### config.mk
export PLATFORM = sky130hd
export DESIGN_NAME = fast_pulse_counter_block
export DESIGN_NICKNAME = d
export VERILOG_FILES = /design/src/hw/pulse_counter_pkg.sv /design/src/hw/pulse_step_decode.sv /design/src/hw/fast_pulse_counter_block.sv
export SDC_FILE = /design/constraint.sdc
export NUM_CORES = 1
export LEC_CHECK = 0
export BUFFER_PORTS_ARGS = -buffer_cell sky130_fd_sc_hd__buf_4
export CORE_ASPECT_RATIO = 1.1
export CORE_MARGIN = 8
export CORE_UTILIZATION = 46
export DETAILED_ROUTE_END_ITERATION = 16
export GPL_TIMING_DRIVEN = 0
export PLACE_DENSITY = 0.7
export SLEW_MARGIN = 0
export SYNTH_ARGS = -nofsm -noshare
export SYNTH_HDL_FRONTEND = slang
export SYNTH_SLANG_ARGS = --single-unit
export TNS_END_PERCENT = 10
### constraint.sdc
create_clock -name CLOCK -period 6.5 [get_ports CLOCK]
set_input_delay 0.325 -clock CLOCK [delete_from_list [all_inputs] [get_ports CLOCK]]
set_output_delay 0.325 -clock CLOCK [all_outputs]
set_load 0.03 [all_outputs]
### src/hw/pulse_counter_pkg.sv
// constants shared by the fast pulse counter block
// assumes one 25 MHz clock; a scan tick enable is supplied by the caller
// Summary of operation
// - channel codes 200..220 step 4 select 0..5
// - enable rising edge starts the channel
// - parameters latched only at enable rise
// - format 0 updown,1 pulsedir,2 quad,3 quadx4
// - signed 32-bit preload loaded at start
// - external clear zeroes count when enabled
// - clear pins X0.0-0.3, X1.4, X1.5
// - count pins X0.8/9..X0.14/15, X1.0/1..X1.2/3
// - running count readable without stopping counter
// - valid one scan after enable; drops on fall/error
// - busy while enabled; cleared on fall/error
// - bad channel code sets error and fault code
// - count output updates only while valid
package pulse_counter_pkg;

  localparam int          CHANNELS        = 6;
  localparam logic [15:0] CODE_BASE       = 16'h00c8;   // 200
  localparam logic [15:0] CODE_STEP       = 16'h0004;
  localparam logic [15:0] CODE_LAST       = 16'h00dc;   // 220
  localparam logic [31:0] COUNT_RESET     = 32'h0000_0000;
  localparam logic [31:0] FAULT_NONE      = 32'h0000_0000;
  localparam logic [31:0] FAULT_CHANNEL   = 32'h0000_0001;
  localparam logic [31:0] FAULT_FORMAT    = 32'h0000_0002;
  localparam int          SCAN_TIME_US    = 1000;
  localparam int          CLOCK_MHZ       = 25;
  localparam int          SCAN_CYCLES     = SCAN_TIME_US * CLOCK_MHZ;

  typedef enum logic [1:0] {
    FMT_UP_DOWN_INPUTS  = 2'h0,
    FMT_PULSE_DIRECTION = 2'h1,
    FMT_QUADRATURE_X1   = 2'h2,
    FMT_QUADRATURE_X4   = 2'h3
  } pulse_format_t;

  typedef enum logic [3:0] {
    ST_IDLE    = 4'h1,
    ST_WAIT    = 4'h2,
    ST_RUN     = 4'h4,
    ST_FAULT   = 4'h8
  } counter_state_t;

endpackage

### src/hw/pulse_step_decode.sv
// turns one synchronised input pair into a count step
// assumes a, b already passed a two-flop synchroniser
`timescale 1ns/10ps
module pulse_step_decode (
  input  wire logic       clk,
  input  wire logic       rst,
  input  wire logic [1:0] format,
  input  wire logic       in_a,
  input  wire logic       in_b,
  output logic            step_up,
  output logic            step_down
);

  logic a_q;
  logic b_q;

  always_ff @(posedge clk) begin
    if (rst) begin
      a_q <= 1'b0;
      b_q <= 1'b0;
    end else begin
      a_q <= in_a;
      b_q <= in_b;
    end
  end

  wire a_rise = in_a & ~a_q;
  wire b_rise = in_b & ~b_q;
  wire a_edge = in_a ^ a_q;
  wire b_edge = in_b ^ b_q;
  // x4: a change on a that leaves a!=b means a leads, which counts up as in x1
  wire q4_up   = (a_edge & (in_a ^ in_b)) | (b_edge & ~(in_a ^ in_b));
  wire q4_down = (a_edge & ~(in_a ^ in_b)) | (b_edge & (in_a ^ in_b));
  // x1: one count per cycle, on the a rising edge only
  wire q1_up   = a_rise & ~in_b;
  wire q1_down = a_rise & in_b;

  always_comb begin
    step_up   = 1'b0;
    step_down = 1'b0;
    case (format)
      pulse_counter_pkg::FMT_UP_DOWN_INPUTS: begin
        step_up   = a_rise;
        step_down = b_rise;
      end
      pulse_counter_pkg::FMT_PULSE_DIRECTION: begin
        step_up   = a_rise & ~in_b;
        step_down = a_rise & in_b;
      end
      pulse_counter_pkg::FMT_QUADRATURE_X1: begin
        step_up   = q1_up;
        step_down = q1_down;
      end
      pulse_counter_pkg::FMT_QUADRATURE_X4: begin
        step_up   = q4_up & ~(a_edge & b_edge);
        step_down = q4_down & ~(a_edge & b_edge);
      end
      default: begin
        step_up   = 1'b0;
        step_down = 1'b0;
      end
    endcase
  end

endmodule

### src/hw/fast_pulse_counter_block.sv
// single high-speed pulse counter channel with six selectable pin sets
// assumes X pins are asynchronous; SCAN_TICK is a one-cycle pulse per scan
`timescale 1ns/10ps
module fast_pulse_counter_block (
  input  wire logic        CLOCK,
  input  wire logic        RST,
  input  wire logic        SCAN_TICK,
  input  wire logic        ENABLE,
  input  wire logic [15:0] CHANNEL_CODE,
  input  wire logic        EXTERNAL_CLEAR_ENABLE,
  input  wire logic [1:0]  PULSE_FORMAT_SELECT,
  input  wire logic [31:0] PRELOAD_VALUE,
  input  wire logic [15:0] X0_PINS,
  input  wire logic [15:0] X1_PINS,
  output logic             VALID,
  output logic             BUSY,
  output logic             ERROR,
  output logic [31:0]      FAULT_CODE,
  output logic [31:0]      COUNT_OUTPUT
);

  // ---------------------------------------------------------------
  // pin synchronisers
  // ---------------------------------------------------------------
  logic [31:0] pins_meta_q;
  logic [31:0] pins_q;

  always_ff @(posedge CLOCK) begin
    if (RST) begin
      pins_meta_q <= 32'h0000_0000;
      pins_q      <= 32'h0000_0000;
    end else begin
      pins_meta_q <= {X1_PINS, X0_PINS};
      pins_q      <= pins_meta_q;
    end
  end

  // ---------------------------------------------------------------
  // channel decode and pin routing
  // ---------------------------------------------------------------
  function automatic logic [3:0] decode_channel(input logic [15:0] code);
    logic [15:0] off;
    off = code - pulse_counter_pkg::CODE_BASE;
    if (code < pulse_counter_pkg::CODE_BASE || code > pulse_counter_pkg::CODE_LAST || off[1:0] != 2'h0)
      decode_channel = 4'hf;
    else
      decode_channel = {1'b0, off[4:2]};
  endfunction

  wire [15:0] x0 = pins_q[15:0];
  wire [15:0] x1 = pins_q[31:16];
  // per-channel pin tables, index = channel
  wire [5:0] pin_a     = {x1[2], x1[0], x0[14], x0[12], x0[10], x0[8]};
  wire [5:0] pin_b     = {x1[3], x1[1], x0[15], x0[13], x0[11], x0[9]};
  wire [5:0] pin_clear = {x1[5], x1[4], x0[3], x0[2], x0[1], x0[0]};

  wire [3:0] code_index = decode_channel(CHANNEL_CODE);
  wire       code_bad   = code_index == 4'hf;
  // a bad code parks the pin select on channel 0 so no table is indexed past its end
  wire [2:0] chan_idx   = code_bad ? 3'h0 : code_index[2:0];

  // ---------------------------------------------------------------
  // parameter latch
  // ---------------------------------------------------------------
  logic        enable_q;
  logic [2:0]  chan_q;
  logic [1:0]  format_q;
  logic        clear_en_q;
  logic [31:0] count_q;
  logic [31:0] count_d;

  wire enable_rise = ENABLE & ~enable_q;
  wire enable_fall = ~ENABLE & enable_q;

  always_ff @(posedge CLOCK) begin
    if (RST) begin
      enable_q   <= 1'b0;
      chan_q     <= 3'h0;
      format_q   <= 2'h0;
      clear_en_q <= 1'b0;
    end else begin
      enable_q <= ENABLE;
      if (enable_rise) begin
        chan_q     <= chan_idx;
        format_q   <= PULSE_FORMAT_SELECT;
        clear_en_q <= EXTERNAL_CLEAR_ENABLE;
      end
    end
  end

  // ---------------------------------------------------------------
  // step decoder on the selected pair
  // ---------------------------------------------------------------
  wire sel_a     = pin_a[chan_q];
  wire sel_b     = pin_b[chan_q];
  wire sel_clear = pin_clear[chan_q];
  logic step_up;
  logic step_down;

  pulse_step_decode u_decode (
    .clk       (CLOCK),
    .rst       (RST),
    .format    (format_q),
    .in_a      (sel_a),
    .in_b      (sel_b),
    .step_up   (step_up),
    .step_down (step_down)
  );

  // ---------------------------------------------------------------
  // control state machine
  // ---------------------------------------------------------------
  pulse_counter_pkg::counter_state_t state_q;
  pulse_counter_pkg::counter_state_t state_d;
  logic [31:0] fault_d;
  logic [31:0] fault_q;

  // pulses count from the start edge on; valid only follows the next scan tick
  always_comb begin
    state_d = state_q;
    fault_d = fault_q;
    case (state_q)
      pulse_counter_pkg::ST_IDLE: begin
        if (enable_rise) begin
          if (code_bad) begin
            state_d = pulse_counter_pkg::ST_FAULT;
            fault_d = pulse_counter_pkg::FAULT_CHANNEL;
          end else begin
            state_d = pulse_counter_pkg::ST_WAIT;
          end
        end
      end
      pulse_counter_pkg::ST_WAIT: begin
        if (!ENABLE)
          state_d = pulse_counter_pkg::ST_IDLE;
        else if (SCAN_TICK)
          state_d = pulse_counter_pkg::ST_RUN;
      end
      pulse_counter_pkg::ST_RUN: begin
        if (!ENABLE)
          state_d = pulse_counter_pkg::ST_IDLE;
      end
      pulse_counter_pkg::ST_FAULT: begin
        if (enable_fall) begin
          state_d = pulse_counter_pkg::ST_IDLE;
          fault_d = pulse_counter_pkg::FAULT_NONE;
        end
      end
      default: begin
        state_d = pulse_counter_pkg::ST_IDLE;
        fault_d = pulse_counter_pkg::FAULT_NONE;
      end
    endcase
  end

  wire counting = (state_q == pulse_counter_pkg::ST_WAIT) || (state_q == pulse_counter_pkg::ST_RUN);
  wire run_next = state_d == pulse_counter_pkg::ST_RUN;
  wire busy_next = (state_d == pulse_counter_pkg::ST_WAIT) || run_next;
  wire do_clear  = counting & clear_en_q & sel_clear;

  // ---------------------------------------------------------------
  // counter
  // ---------------------------------------------------------------
  always_comb begin
    count_d = count_q;
    if (enable_rise)
      count_d = PRELOAD_VALUE;
    else if (do_clear)
      count_d = pulse_counter_pkg::COUNT_RESET;
    else if (counting && step_up && !step_down)
      count_d = count_q + 32'h0000_0001;
    else if (counting && step_down && !step_up)
      count_d = count_q - 32'h0000_0001;
  end

  always_ff @(posedge CLOCK) begin
    if (RST) begin
      state_q      <= pulse_counter_pkg::ST_IDLE;
      fault_q      <= pulse_counter_pkg::FAULT_NONE;
      count_q      <= pulse_counter_pkg::COUNT_RESET;
      VALID        <= 1'b0;
      BUSY         <= 1'b0;
      ERROR        <= 1'b0;
      FAULT_CODE   <= pulse_counter_pkg::FAULT_NONE;
      COUNT_OUTPUT <= pulse_counter_pkg::COUNT_RESET;
    end else begin
      state_q    <= state_d;
      fault_q    <= fault_d;
      count_q    <= count_d;
      VALID      <= run_next;
      BUSY       <= busy_next;
      ERROR      <= state_d == pulse_counter_pkg::ST_FAULT;
      FAULT_CODE <= fault_d;
      if (run_next)
        COUNT_OUTPUT <= count_d;
    end
  end

endmodule

Word level (Yosys, flattened, before mapping)
Cells that the tools add are included.
Storage, ports and cells
  word-level logic and storage cells: 103
  flip-flop bits (word level): 156
Operators by class
  reductions and logical operators: 15
  bitwise gates (word level): 28
  equality and inequality tests: 14
  multiplexer cells: 25
  add/sub/neg operators: 3
  magnitude comparators: 3
Operators by type and width (number)
  32-bit two-way mux: 7
  32-bit one-hot mux with 3 select lines: 1
  32-bit by 1-bit adder with 32-bit output (second input constant): 1
  32-bit by 1-bit subtractor with 32-bit output (second input constant): 1
  4-bit two-way mux: 7
  16-bit by 8-bit > comparator with 1-bit output (second input constant): 1
  16-bit by 8-bit < comparator with 1-bit output (second input constant): 1
  4-bit one-hot mux with 4 select lines: 1
  1-bit AND: 15
  4-bit equality test (second input constant): 3
  1-bit binary-select mux with 3-bit select: 3
  4-bit by 2-bit equality test with 1-bit output (second input constant): 2
  4-bit by 3-bit equality test with 1-bit output (second input constant): 2
  1-bit NOT: 8
  2-bit != test (second input constant): 3
  1-bit one-hot mux with 3 select lines: 2
  5-bit by 4-bit subtractor with 5-bit output (second input constant): 1
  2-bit equality test (second input constant): 2
  4-bit by 1-bit equality test with 1-bit output (second input constant): 1
  1-bit logical AND: 4
  1-bit logical OR: 4
  3-bit by 4-bit < comparator with 1-bit output (second input constant): 1
  4-bit AND reduction: 1
  2-bit OR reduction: 2
  8 further kinds: 14

Depth between registers and ports, before layout
Gate-level depths: netlist of the first run.
  depth after elaboration: 14
  mapped depth: 14

Modules after synthesis
Synthesis of the first run repeated with hierarchy kept, for this count alone.
Unflattened totals
  cells, all modules: 706
  area total of the unflattened synthesis: 6018.3 um2
By module, submodules not included
  fast_pulse_counter_block: cells an instance 681, sequential area each 2302.2 um2, area each 5811.8 um2, instances 1
  pulse_step_decode: cells an instance 25, sequential area each 40.0 um2, area each 206.4 um2, instances 1

Least setup slack after synthesis of the first run
OpenSTA, ideal clock, no wires.
  path kind: reg-to-reg
  start: register chan_q[0]
  end: register COUNT_OUTPUT[12]
  stages on the path, launching flop included: 15
  data arrival time: 3.090 ns
  path slack: 3.278 ns
  data required time: 6.368 ns
  path buffers: 2
  cells stage by stage: dfxtp_1 buf_6 mux4_2 inv_1 o21ai_0 ha_1 xnor2_1 nor2b_1 mux2i_1 a21oi_2 clkbuf_1 nand4_1 and2_1 a221oi_1 a21oi_1
On the way
  word-level cells in the longest chain between the ends: 14
  elaborated cells on any way between the ends: 38
  those cells by class: mux (12); bitwise (20); reduce/logical (6)
Ends and longest elaborated chain
  start, declared: RTL line fast_pulse_counter_block.sv:66  | logic [2:0] chan_q;
  start signal, assigned: RTL line fast_pulse_counter_block.sv:84  | chan_q <= chan_idx;
  1-bit binary-select mux with 3-bit select *: RTL line fast_pulse_counter_block.sv:94  | wire sel_a = pin_a[chan_q];
  1-bit two-way mux (implied by the code) *: RTL line fast_pulse_counter_block.sv:94
  via sel_a: RTL line fast_pulse_counter_block.sv:94
  1-bit XOR: RTL line pulse_step_decode.sv:32, pulse_step_decode.sv:33
  1-bit NOT: RTL line pulse_step_decode.sv:32, pulse_step_decode.sv:33
  1-bit AND (on tied branches): RTL line pulse_step_decode.sv:33, pulse_step_decode.sv:32
  1-bit OR (on tied branches): RTL line pulse_step_decode.sv:33, pulse_step_decode.sv:32
  1-bit AND (on tied branches): RTL line pulse_step_decode.sv:56, pulse_step_decode.sv:55
  1-bit one-hot mux with 3 select lines: RTL line pulse_step_decode.sv:41  | case (format)
  1-bit logical AND / 1-bit logical NOT (equally long branches): RTL line fast_pulse_counter_block.sv:172  | else if (counting && step_down && !step_up)
  1-bit logical AND: RTL line fast_pulse_counter_block.sv:172
  32-bit two-way mux: RTL line fast_pulse_counter_block.sv:172
  32-bit two-way mux *: RTL line fast_pulse_counter_block.sv:170  | else if (counting && step_up && !step_down)
  32-bit two-way mux *: RTL line fast_pulse_counter_block.sv:168  | else if (do_clear)
  32-bit two-way mux *: RTL line fast_pulse_counter_block.sv:166  | if (enable_rise)
  end signal, assigned: RTL line fast_pulse_counter_block.sv:185  | COUNT_OUTPUT <= pulse_counter_pkg::COUNT_RESET;
  end signal, assigned: RTL line fast_pulse_counter_block.sv:195  | COUNT_OUTPUT <= count_d;
  end, declared: RTL line fast_pulse_counter_block.sv:19  | output logic [31:0] COUNT_OUTPUT
The timed path passes the listed nets; every way through them passes the cells marked *. The select of a mux whose other input is x is not followed.
A chain may end at the register's enable or synchronous reset.

Worst setup path after layout of the first run
  start: register chan_q[0]
  end: register COUNT_OUTPUT[22]
The elaborated chain is that of the path after synthesis.

==> results of run 1 <==
[area by class of cell]
| cell class | instances | area share, % |
|---|---|---|
| well taps | 161 | 2.543 |
| plain buffers | 84 | 5.908 |
| clock inverters | 15 | 1.991 |
| inverters | 20 | 0.9479 |
| multi-input cells | 572 | 43.52 |
| clock buffers | 17 | 5.371 |
| flip-flops and latches | 117 | 29.57 |
| repair buffers | 107 | 10.14 |
[critical path, stage by stage, from the launching register on]
cell      delay (ns)
dfxtp_1         0.32
buf_6           0.15
mux4_2          0.56
inv_1           0.07
o21ai_0         0.10
ha_1            0.40
xnor2_1         0.20
nor2b_1         0.15
mux2i_1         0.11
a21oi_2         0.34
clkbuf_1        0.43
nand4_1         0.23
and4_1          0.25
a211oi_1        0.27
a21oi_1         0.11
[cells by family after synthesis]
logic type      after synthesis  synth area share [%]
other cells                   1               0.06029
flops                       117                 37.66
buf+inv                     104                 8.730
simple gates                323                 27.98
fa+ha+maj                     5                 1.006
xor+xnor                      8                 1.247
compound gates              190                 20.10
mux                          15                 3.218
[layout by cell type (no fill, tap or decap), types with 30 or more instances in the layout]
| master | instances |
|---|---|
| buf_4 | 139 |
| nand4_1 | 30 |
| conb_1 | 31 |
| o21ai_0 | 40 |
| nand2_1 | 45 |
| nor2_1 | 71 |
| a21oi_1 | 47 |
| dfxtp_1 | 117 |
| nor2b_1 | 41 |
| clkbuf_1 | 40 |
[worst min path at each step]
stage	slack [ns]	endpoint	cells after the start
detailed placement	0.42	pins_q[9]$_SDFF_PP0_	1
CTS	0.09	pins_meta_q[3]$_SDFF_PP0_	2
global placement	0.42	pins_q[15]$_SDFF_PP0_	1
finish	0.10	pins_meta_q[1]$_SDFF_PP0_	2
global route	0.1	pins_meta_q[12]$_SDFF_PP0_	2
floorplan	0.41	pins_q[0]$_SDFF_PP0_	1
[flip-flops by register name (all words and copies together), names as in the netlist, 2 cells and up]
| register | count |
|---|---|
| format_q | 2 |
| pins_q | 18 |
| COUNT_OUTPUT | 32 |
| chan_q | 3 |
| pins_meta_q | 18 |
| state_q | 4 |
| count_q | 32 |
[metal layers]
layer / global-route usage [%] / wire length (um) / vias up
li1: - / - / 3044
met1: 28.56 / 8726 / 2840
met2: 34.80 / 8674 / 267
met3: 6.615 / 1664 / 30
met4: 8.201 / 376 / 0
met5: 0 / 0 / -
[through the flow]
step | instances | instance area, um^2 | total power (W) | util (%) | hold slack [ns]
finish | 1093 | 7920 | 0.001924 | 59.94 | 0.1036
global route | 1093 | 7920 | 0.001989 | 59.94 | 0.09910
CTS | 1093 | 7920 | 0.001930 | 59.94 | 0.09138
detailed placement | 1061 | 7337 | 0.001013 | 55.53 | 0.4226
global placement | 1061 | 7337 | 0.001012 | 55.53 | 0.4155
floorplan | 793 | 6332 | 0.0009306 | - | 0.4138
[power groups by stage]
stage	clock network [W]	logic [W]	registers, W
after floorplan	0	0.000157	0.000774
after CTS	0.000932	0.000236	0.000763
after global routing	0.000962	0.000261	0.000766
after global placement	0	0.000234	0.000778
after detailed placement	0	0.000235	0.000778
final	0.000921	0.000239	0.000763
==> summary.md, run 1 <==
| Metric | Value |
|---|---|
| Yosys reg bits | `117` |
| Post-Synthesis Cells | `763` |
| NetSw | `0.0005439 W` |
| Clock transition at path regs | `0.06 ns` |
| Area of the multi-input gates | `0.003447 mm^2` |
| First-pass GRT wire length | `30.80 mm` |
| Core footprint | `0.01321 mm^2` |
| Area grow syn2layout | `27.34%` |
| Initial antenna violation count | `0` |
| Final Hold Violating Endpoints | `0` |
| First drt pass iteration count | `5` |
| Post-layout minimum cycle time | `3.853 ns` |
| Clk Latency, worst-skew pair | `0.43 ns` |
| EDFF count, synth | `0` |
| Commonest cells post-synth | `dfxtp_1, nor2_1, a21oi_1, nand2_1, nor2b_1` |
| Hold path start | `X0_PINS[1]` |
| Dominant cell type by area after synthesis | `dfxtp_1` |
| Reg2reg path depth | `14` |
| CTS tree | `built` |
| Leak pwr | `3.248 nW` |
| Average cell area after synthesis | `8.152 um^2` |
| Crit share post-route | `59.27%` |
| Nets | `1,011` |
| Hold buffer count at cts | `0` |
| Die Ht | `138.0 um` |
| YS warnings | `0` |
| Grt ovf | `0` |
| Flop2flop setup slack | `2.65 ns` |
| Status | `complete, no violations` |
| Ranking of synthesized cells by area | `dfxtp_1, nor2_1, nor2b_1` |
| Worst r2r dst | `COUNT_OUTPUT[22]$_SDFFE_PP0N_` |
| Resized Gates After CTS | `0` |
| Critical path type | `register to register` |
| Sink Count | `117` |
| Gr usage total | `22.27%` |
| Place WS | `2.689 ns` |
| Diode count | `0` |
| FILL cells | `1,213` |
| Reg area | `0.002342 mm^2` |
| Final Slew Violations | `0` |
| Post-synthesis sequential area ratio | `37.66%` |
| Post-route DRC | `0` |
| Distinct cell type count after synthesis | `65` |
| Fraction of registers with async set/reset | `0%` |
| Die ar. | `0.01750 mm^2` |
| Worst EP required | `6.78 ns` |
| VDD IR max | `0.0001827 V` |
| Layout cells sized above 1 | `21.78%` |
| Setup crit end kind | `register` |
| Htree depth | `4` |
| Sequential Power Share | `39.7%` |
| Actual slew at the worst max-slew pin | `1.366 ns` |
| Fmax | `259.6 MHz` |
| Routed WL | `19.44 mm` |
| Critical path fanouts, max | `10` |
| RSZ-0062 raised after global routing | `false` |
| Input/output buffers | `107` |
| Die W | `126.9 um` |
| Clock buffer depth | `2` |
| Largest net degree at the start of global routing | `17` |
| PnR worst setup slack | `2.647 ns` |
| Rel. slew slack | `8.122%` |
| Worst Setup EP | `COUNT_OUTPUT[22]$_SDFFE_PP0N_` |
| Synthesized area | `0.006220 mm^2` |
| WL/cell | `17.79 um` |
| GPL Wtd Cong | `0.9407` |
| Setup violators final | `0` |
| Ys flop type | `dfxtp_1` |
| Critical path launch point type | `register` |
| Sw frac | `28.27%` |
| # Post-CTS Setup Buffers | `0` |
| Worst setup path startpoint | `chan_q[0]$_SDFFE_PP0P_` |
| Clk root buf | `clkbuf_16` |
| Count leader, synth | `dfxtp_1` |
| Clock buffers created by TritonCTS | `17` |
| Hold Crit Class | `primary input to register` |
| DR iter-0 viols | `532` |
| Avg Vias per Cell | `5.655` |
| Clk pwr share | `47.9%` |
| Setup_tns | `0 ns` |
| Final Skew | `0.01138 ns` |
| Row count | `44` |
| I/O pins | `154` |
| Max Cap Viol | `0` |
| Logic pwr share | `12.4%` |
| Vias post-DR | `6,181` |
| Internal power | `0.001380 W` |
| Initial core utilization | `47.07%` |
| Worst r2r src | `chan_q[0]$_SDFFE_PP0P_` |
| Vias in the first global route | `5,888` |
| Power Dens Cells | `242.9 mW/mm^2` |
| Post-synth top area share | `37.66%` |
| Routed Antenna Nets | `0` |
| Worst endpoint data arrival time | `4.14 ns` |
| DP Wirelength | `14.33 mm` |
No activity file was read; power rests on OpenSTA's default activity.
==> inputs of run 2 (changes only) <==
- ABC_AREA: default -> 1
- PLACE_DENSITY: 0.7 -> 0.72
- clock period: 6.5 -> 3.1 ns (I/O delays scaled with it)
==> run 2 against run 1 <==
Combinational power grew to 2.8 times the previous value. Core utilization is 0.28 points higher. Count of clock-buffer cells in the layout stayed put. Critical path depth is 1 higher. Critical endpoint is now COUNT_OUTPUT[28]$_SDFFE_PP0N_. First-iteration DRC count is 19% lower.
==> summary.md, run 2 <==
| Metric | Value |
|---|---|
| Grt ovf | `0` |
| Leak pwr | `4.853 nW` |
| Clock transition at path regs | `0.07 ns` |
| First drt pass iteration count | `5` |
| DR iter-0 viols | `429` |
| Average cell area after synthesis | `6.443 um^2` |
| Critical path launch point type | `register` |
| DP Wirelength | `15.63 mm` |
| Post-route DRC | `0` |
| VDD IR max | `0.0003802 V` |
| Dominant cell type by area after synthesis | `dfxtp_1` |
| Yosys reg bits | `117` |
| Actual slew at the worst max-slew pin | `0.8651 ns` |
| Die Ht | `146.0 um` |
| Critical path type | `register to register` |
| Clk root buf | `clkbuf_16` |
| Commonest cells post-synth | `nand2_1, inv_1, nor2_1, dfxtp_1, a21oi_1` |
| Vias in the first global route | `6,967` |
| Status | `complete, no violations` |
| Vias post-DR | `7,034` |
| Layout Utilization | `60.22%` |
| Final hold slack | `0.01443 ns` |
| Nets | `1,371` |
| Placed cell areas | `0.008237 mm^2` |
| Post-synth top area share | `33.14%` |
| Post-synthesis sequential area ratio | `33.14%` |
| WL/cell | `13.92 um` |
| Area grow syn2layout | `28.27%` |
| Reg2reg path depth | `15` |
| Gr usage total | `21.34%` |
| Layout cells sized above 1 | `17.96%` |
| Reg area | `0.002342 mm^2` |
| Setup crit end kind | `register` |
| Rel. slew slack | `42.11%` |
| Crit share post-route | `88.60%` |
| Distinct cell type count after synthesis | `45` |
| Setup violators final | `0` |
| Worst EP required | `3.42 ns` |
| RSZ-0062 raised after global routing | `false` |
| Fmax | `364.1 MHz` |
| Diode count | `0` |
| Htree depth | `4` |
| Largest net degree at the start of global routing | `17` |
| Sink Count | `117` |
| Final Hold Violating Endpoints | `0` |
| Area of the multi-input gates | `0.003661 mm^2` |
| Row count | `47` |
| Flop2flop setup slack | `0.35 ns` |
| Die W | `134.2 um` |
| Initial antenna violation count | `0` |
| Clock buffer depth | `2` |
| CTS tree | `built` |
| I/O pins | `154` |
| Ranking of synthesized cells by area | `dfxtp_1, nand2_1, inv_1` |
| Fraction of registers with async set/reset | `0%` |
| Input/output buffers | `108` |
| Hold Crit Class | `primary input to register` |
| Most frequent cells in the layout | `nand2_1, inv_1, buf_4` |
| Synthesized area | `0.007068 mm^2` |
| Worst endpoint data arrival time | `3.07 ns` |
| Hold depth | `3` |
| Top Registers | `COUNT_OUTPUT (32), count_q (32)` |
| Post-layout minimum cycle time | `2.746 ns` |
| Routed WL | `20.71 mm` |
| Initial core utilization | `46.95%` |
| Die ar. | `0.01959 mm^2` |
| Commonest non-fill, non-tap cell in the layout | `nand2_1` |
| GPL Wtd Cong | `0.9586` |
| First-pass GRT wire length | `33.75 mm` |
| Clock buffers created by TritonCTS | `17` |
| Routed Antenna Nets | `0` |
| Max Cap Viol | `0` |
| YS warnings | `0` |
| Final Skew | `0.008410 ns` |
| Setup_tns | `0 ns` |
| Finished Cell Area | `0.009066 mm^2` |
| Count leader, synth | `nand2_1` |
| Clk Latency, worst-skew pair | `0.42 ns` |
| EDFF count, synth | `0` |
| Post-Synthesis Cells | `1,097` |
| Ys flop type | `dfxtp_1` |
| Avg Vias per Cell | `4.727` |
| Power Dens Cells | `463.8 mW/mm^2` |
| FILL cells | `1,462` |
| Final Slew Violations | `0` |
| Core footprint | `0.01505 mm^2` |
| Critical path fanouts, max | `7` |
## run 2: cell types whose count changed after synthesis, sizes merged, moves of 12 or more
cell     previous run  this run
a31oi              12         0
nand2              45       259
nor2b              41         0
and3               20         1
nor2               71       147
nand3              21        62
xor2                1        56
a211oi             24         1
inv                20       180
a21oi              48        74
o21ai              42        61
o2111ai            13         0
nand4              30        10
and2               23         0
## run 2: what timing repair did
action | 4_1_cts | 5_1_grt
hold buffers | 25 | 0
buffers inserted | 0 | 0
hold endpoints to repair | 25 | 0
resized for setup | 0 | 0
## run 2: power by group
part,leakage [nW],switching [W],internal [W]
Sequential,0.957,0.0000378,0.00156
Combinational,3.61,0.000411,0.000264
Clock,0.281,0.000858,0.00108
## run 2: kinds of logic after synthesis
family                   synth area share [%]
AO/OA/AOI/OAI                           11.42
XOR/XNOR                                7.187
adder cells (fa/ha/maj)                0.8851
buffers and inverters                   16.66
flip-flops                              33.14
other                                 0.05306
AND/OR/NAND/NOR                         30.66
## run 2: layer usage
layer  part of all wire [%]  wire length, um  track usage (%)
met1                     43             8810            24.34
met3                    6.6             1373            6.526
met5                      0                0                0
met2                     49            10110            36.62
met4                    2.0              410            7.532
## run 2: final timing paths
path	startpoint	endpoint
worst max register to register	count_q[0]$_SDFF_PP0_	COUNT_OUTPUT[28]$_SDFFE_PP0N_
worst max-delay path	count_q[0]$_SDFF_PP0_	COUNT_OUTPUT[28]$_SDFFE_PP0N_
worst min-delay path	PRELOAD_VALUE[24]	count_q[24]$_SDFF_PP0_
worst min register to register	pins_meta_q[13]$_SDFF_PP0_	pins_q[13]$_SDFF_PP0_
## run 2: cell type report
cell class	count	share of cell area (%)
Sequential cell	117	25.83
Multi-Input combinational cell	748	40.38
Tap cell	196	2.705
Clock buffer	17	4.692
Inverter	182	7.535
Timing Repair Buffer	133	11.70
Buffer	80	5.451
Clock inverter	15	1.697
## run 2: worst max-delay path, stage by stage (launching register included)
cell and delay (ns):
dfxtp_1 0.49, ha_1 0.24, nand2_1 0.07, nor2_2 0.17
nand4_1 0.17, nor2_2 0.23, nand2_1 0.13, nor2_1 0.18
nand4_1 0.20, nor3_1 0.24, xor2_1 0.17, a21oi_1 0.08
nand2_1 0.11, nand3_1 0.07, nand2_1 0.07, inv_1 0.04
## run 2: stage by stage
step | total power, W | worst slack, ns | instances
2_1_floorplan | 0.002083 | 0.7620 | 1127
3_3_place_gp | 0.002266 | 0.3734 | 1431
3_5_place_dp | 0.002271 | 0.3806 | 1431
4_1_cts | 0.004234 | 0.3563 | 1488
5_1_grt | 0.004393 | 0.09991 | 1488
6_report | 0.004205 | 0.3535 | 1488
==> inputs of run 3 (changes only) <==
- CORE_ASPECT_RATIO: 1.1 -> 0.6
==> run 3 against run 2 <==
Global-route usage increased by 0.99 points. Non-clock buffer count fell by 4. Register-to-register slack got worse by 0.17 ns. Core utilization decreased by 0.72 points. Die area grew 0.64%. Combinational power rose by 3.3%. Largest cell class unchanged. Clock power is essentially flat. Flip-flop and latch count stayed put. Critical endpoint is now COUNT_OUTPUT[26]$_SDFFE_PP0N_. Highest routed layer unchanged. Critical path type unchanged. Cell count rose by 0.20%.
==> summary.md, run 3 (synthesis results as in run 2) <==
| Metric | Value |
|---|---|
| Status | `complete, no violations` |
| Grt ovf | `0` |
| Power Dens Cells | `465.1 mW/mm^2` |
| Final Slew Violations | `0` |
| Area grow syn2layout | `27.93%` |
| Setup_tns | `0 ns` |
| Core footprint | `0.01520 mm^2` |
| Worst setup path startpoint | `chan_q[1]$_SDFFE_PP0P_` |
| Hold Crit Class | `primary input to register` |
| Input/output buffers | `108` |
| Setup crit end kind | `register` |
| WL met2 | `8.399 mm` |
| Rel. slew slack | `42.44%` |
| Uppermost layer routed | `met4` |
| Buf+Inv Stages, Crit Path | `6` |
| Vias post-DR | `7,405` |
| Clock buffer depth | `2` |
| Gr usage total | `22.33%` |
| Die ar. | `0.01972 mm^2` |
| Final Hold Violating Endpoints | `0` |
| Routed WL | `22.36 mm` |
| Nets | `1,367` |
| Clk root buf | `clkbuf_16` |
| Post-route DRC | `0` |
| Final Skew | `0.01629 ns` |
| Worst EP required | `3.43 ns` |
| CP peak stage delay | `0.48 ns` |
| Hold depth | `3` |
| WL/cell | `15.00 um` |
| Vias in the first global route | `6,716` |
| Clock buffers created by TritonCTS | `17` |
| M1 wire length | `10.96 mm` |
| Sink Count | `117` |
| I/O pins | `154` |
| Top Registers | `COUNT_OUTPUT (32), count_q (32)` |
| DR iter-0 viols | `821` |
| CP most frequent cell | `nand2_1` |
| RSZ-0062 raised after global routing | `false` |
| Top Family by Delay on Critical Path | `simple AND/OR/NAND/NOR gates` |
| Htree depth | `4` |
| Commonest non-fill, non-tap cell in the layout | `nand2_1` |
| Critical path type | `register to register` |
| Row count | `35` |
| Max Cap Viol | `0` |
| Largest net degree at the start of global routing | `17` |
| Placed cells | `1,438` |
| Most frequent cells in the layout | `nand2_1, inv_1, buf_4` |
| CTS tree | `built` |
| First drt pass iteration count | `6` |
| Diode count | `0` |
| Setup violators final | `0` |
| Worst r2r src | `chan_q[1]$_SDFFE_PP0P_` |
| FILL cells | `1,454` |
| Fmax | `342.5 MHz` |
| Die W | `176.0 um` |
| Post-layout minimum cycle time | `2.919 ns` |
| DP Wirelength | `17.25 mm` |
| VDD IR max | `0.0003320 V` |
| Leak pwr | `4.833 nW` |
| # Post-CTS Setup Buffers | `0` |
| Layout cells sized above 1 | `18.17%` |
| Met3 wire len | `2.778 mm` |
| GPL Wtd Cong | `0.9639` |
| Critical path launch point type | `register` |
| Routed Antenna Nets | `0` |
| Layout Utilization | `59.51%` |
| Worst endpoint data arrival time | `3.25 ns` |
| Initial core utilization | `46.51%` |
| Flop2flop setup slack | `0.18 ns` |
| First-pass GRT wire length | `35.42 mm` |
| Worst Setup EP | `COUNT_OUTPUT[26]$_SDFFE_PP0N_` |
| Crit path max-delay cell type | `dfxtp_1` |
| Reg2reg path depth | `22` |
| Worst r2r dst | `COUNT_OUTPUT[26]$_SDFFE_PP0N_` |
| Crit share post-route | `94.17%` |
| Clk Latency, worst-skew pair | `0.43 ns` |
| Critical path fanouts, max | `10` |
| Clock transition at path regs | `0.06 ns` |
| Non-Filler Instances | `1,491` |
| Critical Path Stages | `22` |
| Initial antenna violation count | `0` |
| Actual slew at the worst max-slew pin | `0.8602 ns` |
| Die Ht | `112.0 um` |
| Avg Vias per Cell | `4.966` |
| Crit path cell chain | `inv_2 > nand2_1 > inv_1 > nand2_1 > nor2_2 > inv_2 > nand2_2 > ha_1 > nand3_1 > nand2_1 > inv_1 > nand2_1 > nand2_1 > nand2_2 > nand3_4 > buf_6 > o21ai_1 > nand2_1 > nand2_1 > nand3_4 > nand2_1 > inv_1` |
run 3: report_power, final:
group          internal, W  switching, W
registers          0.00156     0.0000401
clock network      0.00109      0.000817
logic             0.000262      0.000435
total              0.00291       0.00129
run 3: per-stage QoR:
step / hold WS (ns) / power [W] / worst slack [ns] / instance area, um^2
after CTS: 0.008798 / 0.004198 / 0.1657 / 9024
after global routing: 0.02656 / 0.004359 / 0.01980 / 9042
after global placement: 0.3582 / 0.002272 / 0.2269 / 8245
final: 0.01359 / 0.004205 / 0.1806 / 9042
after floorplan: 0.2620 / 0.002083 / 0.7620 / 7181
after detailed placement: 0.3624 / 0.002280 / 0.1974 / 8245
run 3: repair_timing:
item	in CTS	in global routing
setup endpoints to repair	0	3
hold buffers	21	0
gates resized for setup	0	4
hold endpoints to repair	21	0
run 3: routing by layer:
layer | GRT usage, % | vias to the layer above
met4 | 5.849 | 0
met1 | 34.39 | 3295
li1 | - | 3668
met3 | 6.403 | 25
met5 | 0 | -
met2 | 28.89 | 417
run 3: layout make-up:
type / count / area (um^2) / share of cell area, %
Buffer: 80 / 494.2 / 5.466
Clock buffer: 19 / 452.9 / 5.009
Clock inverter: 13 / 115.1 / 1.273
Inverter: 182 / 683.2 / 7.555
Multi-Input combinational cell: 748 / 3679 / 40.68
Sequential cell: 117 / 2344 / 25.92
Tap cell: 203 / 254.0 / 2.809
Timing Repair Buffer: 129 / 1021 / 11.29
run 3: how the worst min path moves through the flow:
stage                startpoint                          to  slack (ns)
6_report       PRELOAD_VALUE[3]       count_q[3]$_SDFF_PP0_        0.01
3_3_place_gp         X0_PINS[8]   pins_meta_q[8]$_SDFF_PP0_        0.36
5_1_grt        PRELOAD_VALUE[3]       count_q[3]$_SDFF_PP0_        0.03
2_1_floorplan        X0_PINS[0]   pins_meta_q[0]$_SDFF_PP0_        0.26
3_5_place_dp        X0_PINS[14]  pins_meta_q[14]$_SDFF_PP0_        0.36
4_1_cts        PRELOAD_VALUE[3]       count_q[3]$_SDFF_PP0_       0.009
run 3: worst min-delay path: cells and delay by family:
kind,cells,cell delay [ns]
compound gates,1,0.06
buf+inv,1,0.10
simple gates,1,0.07
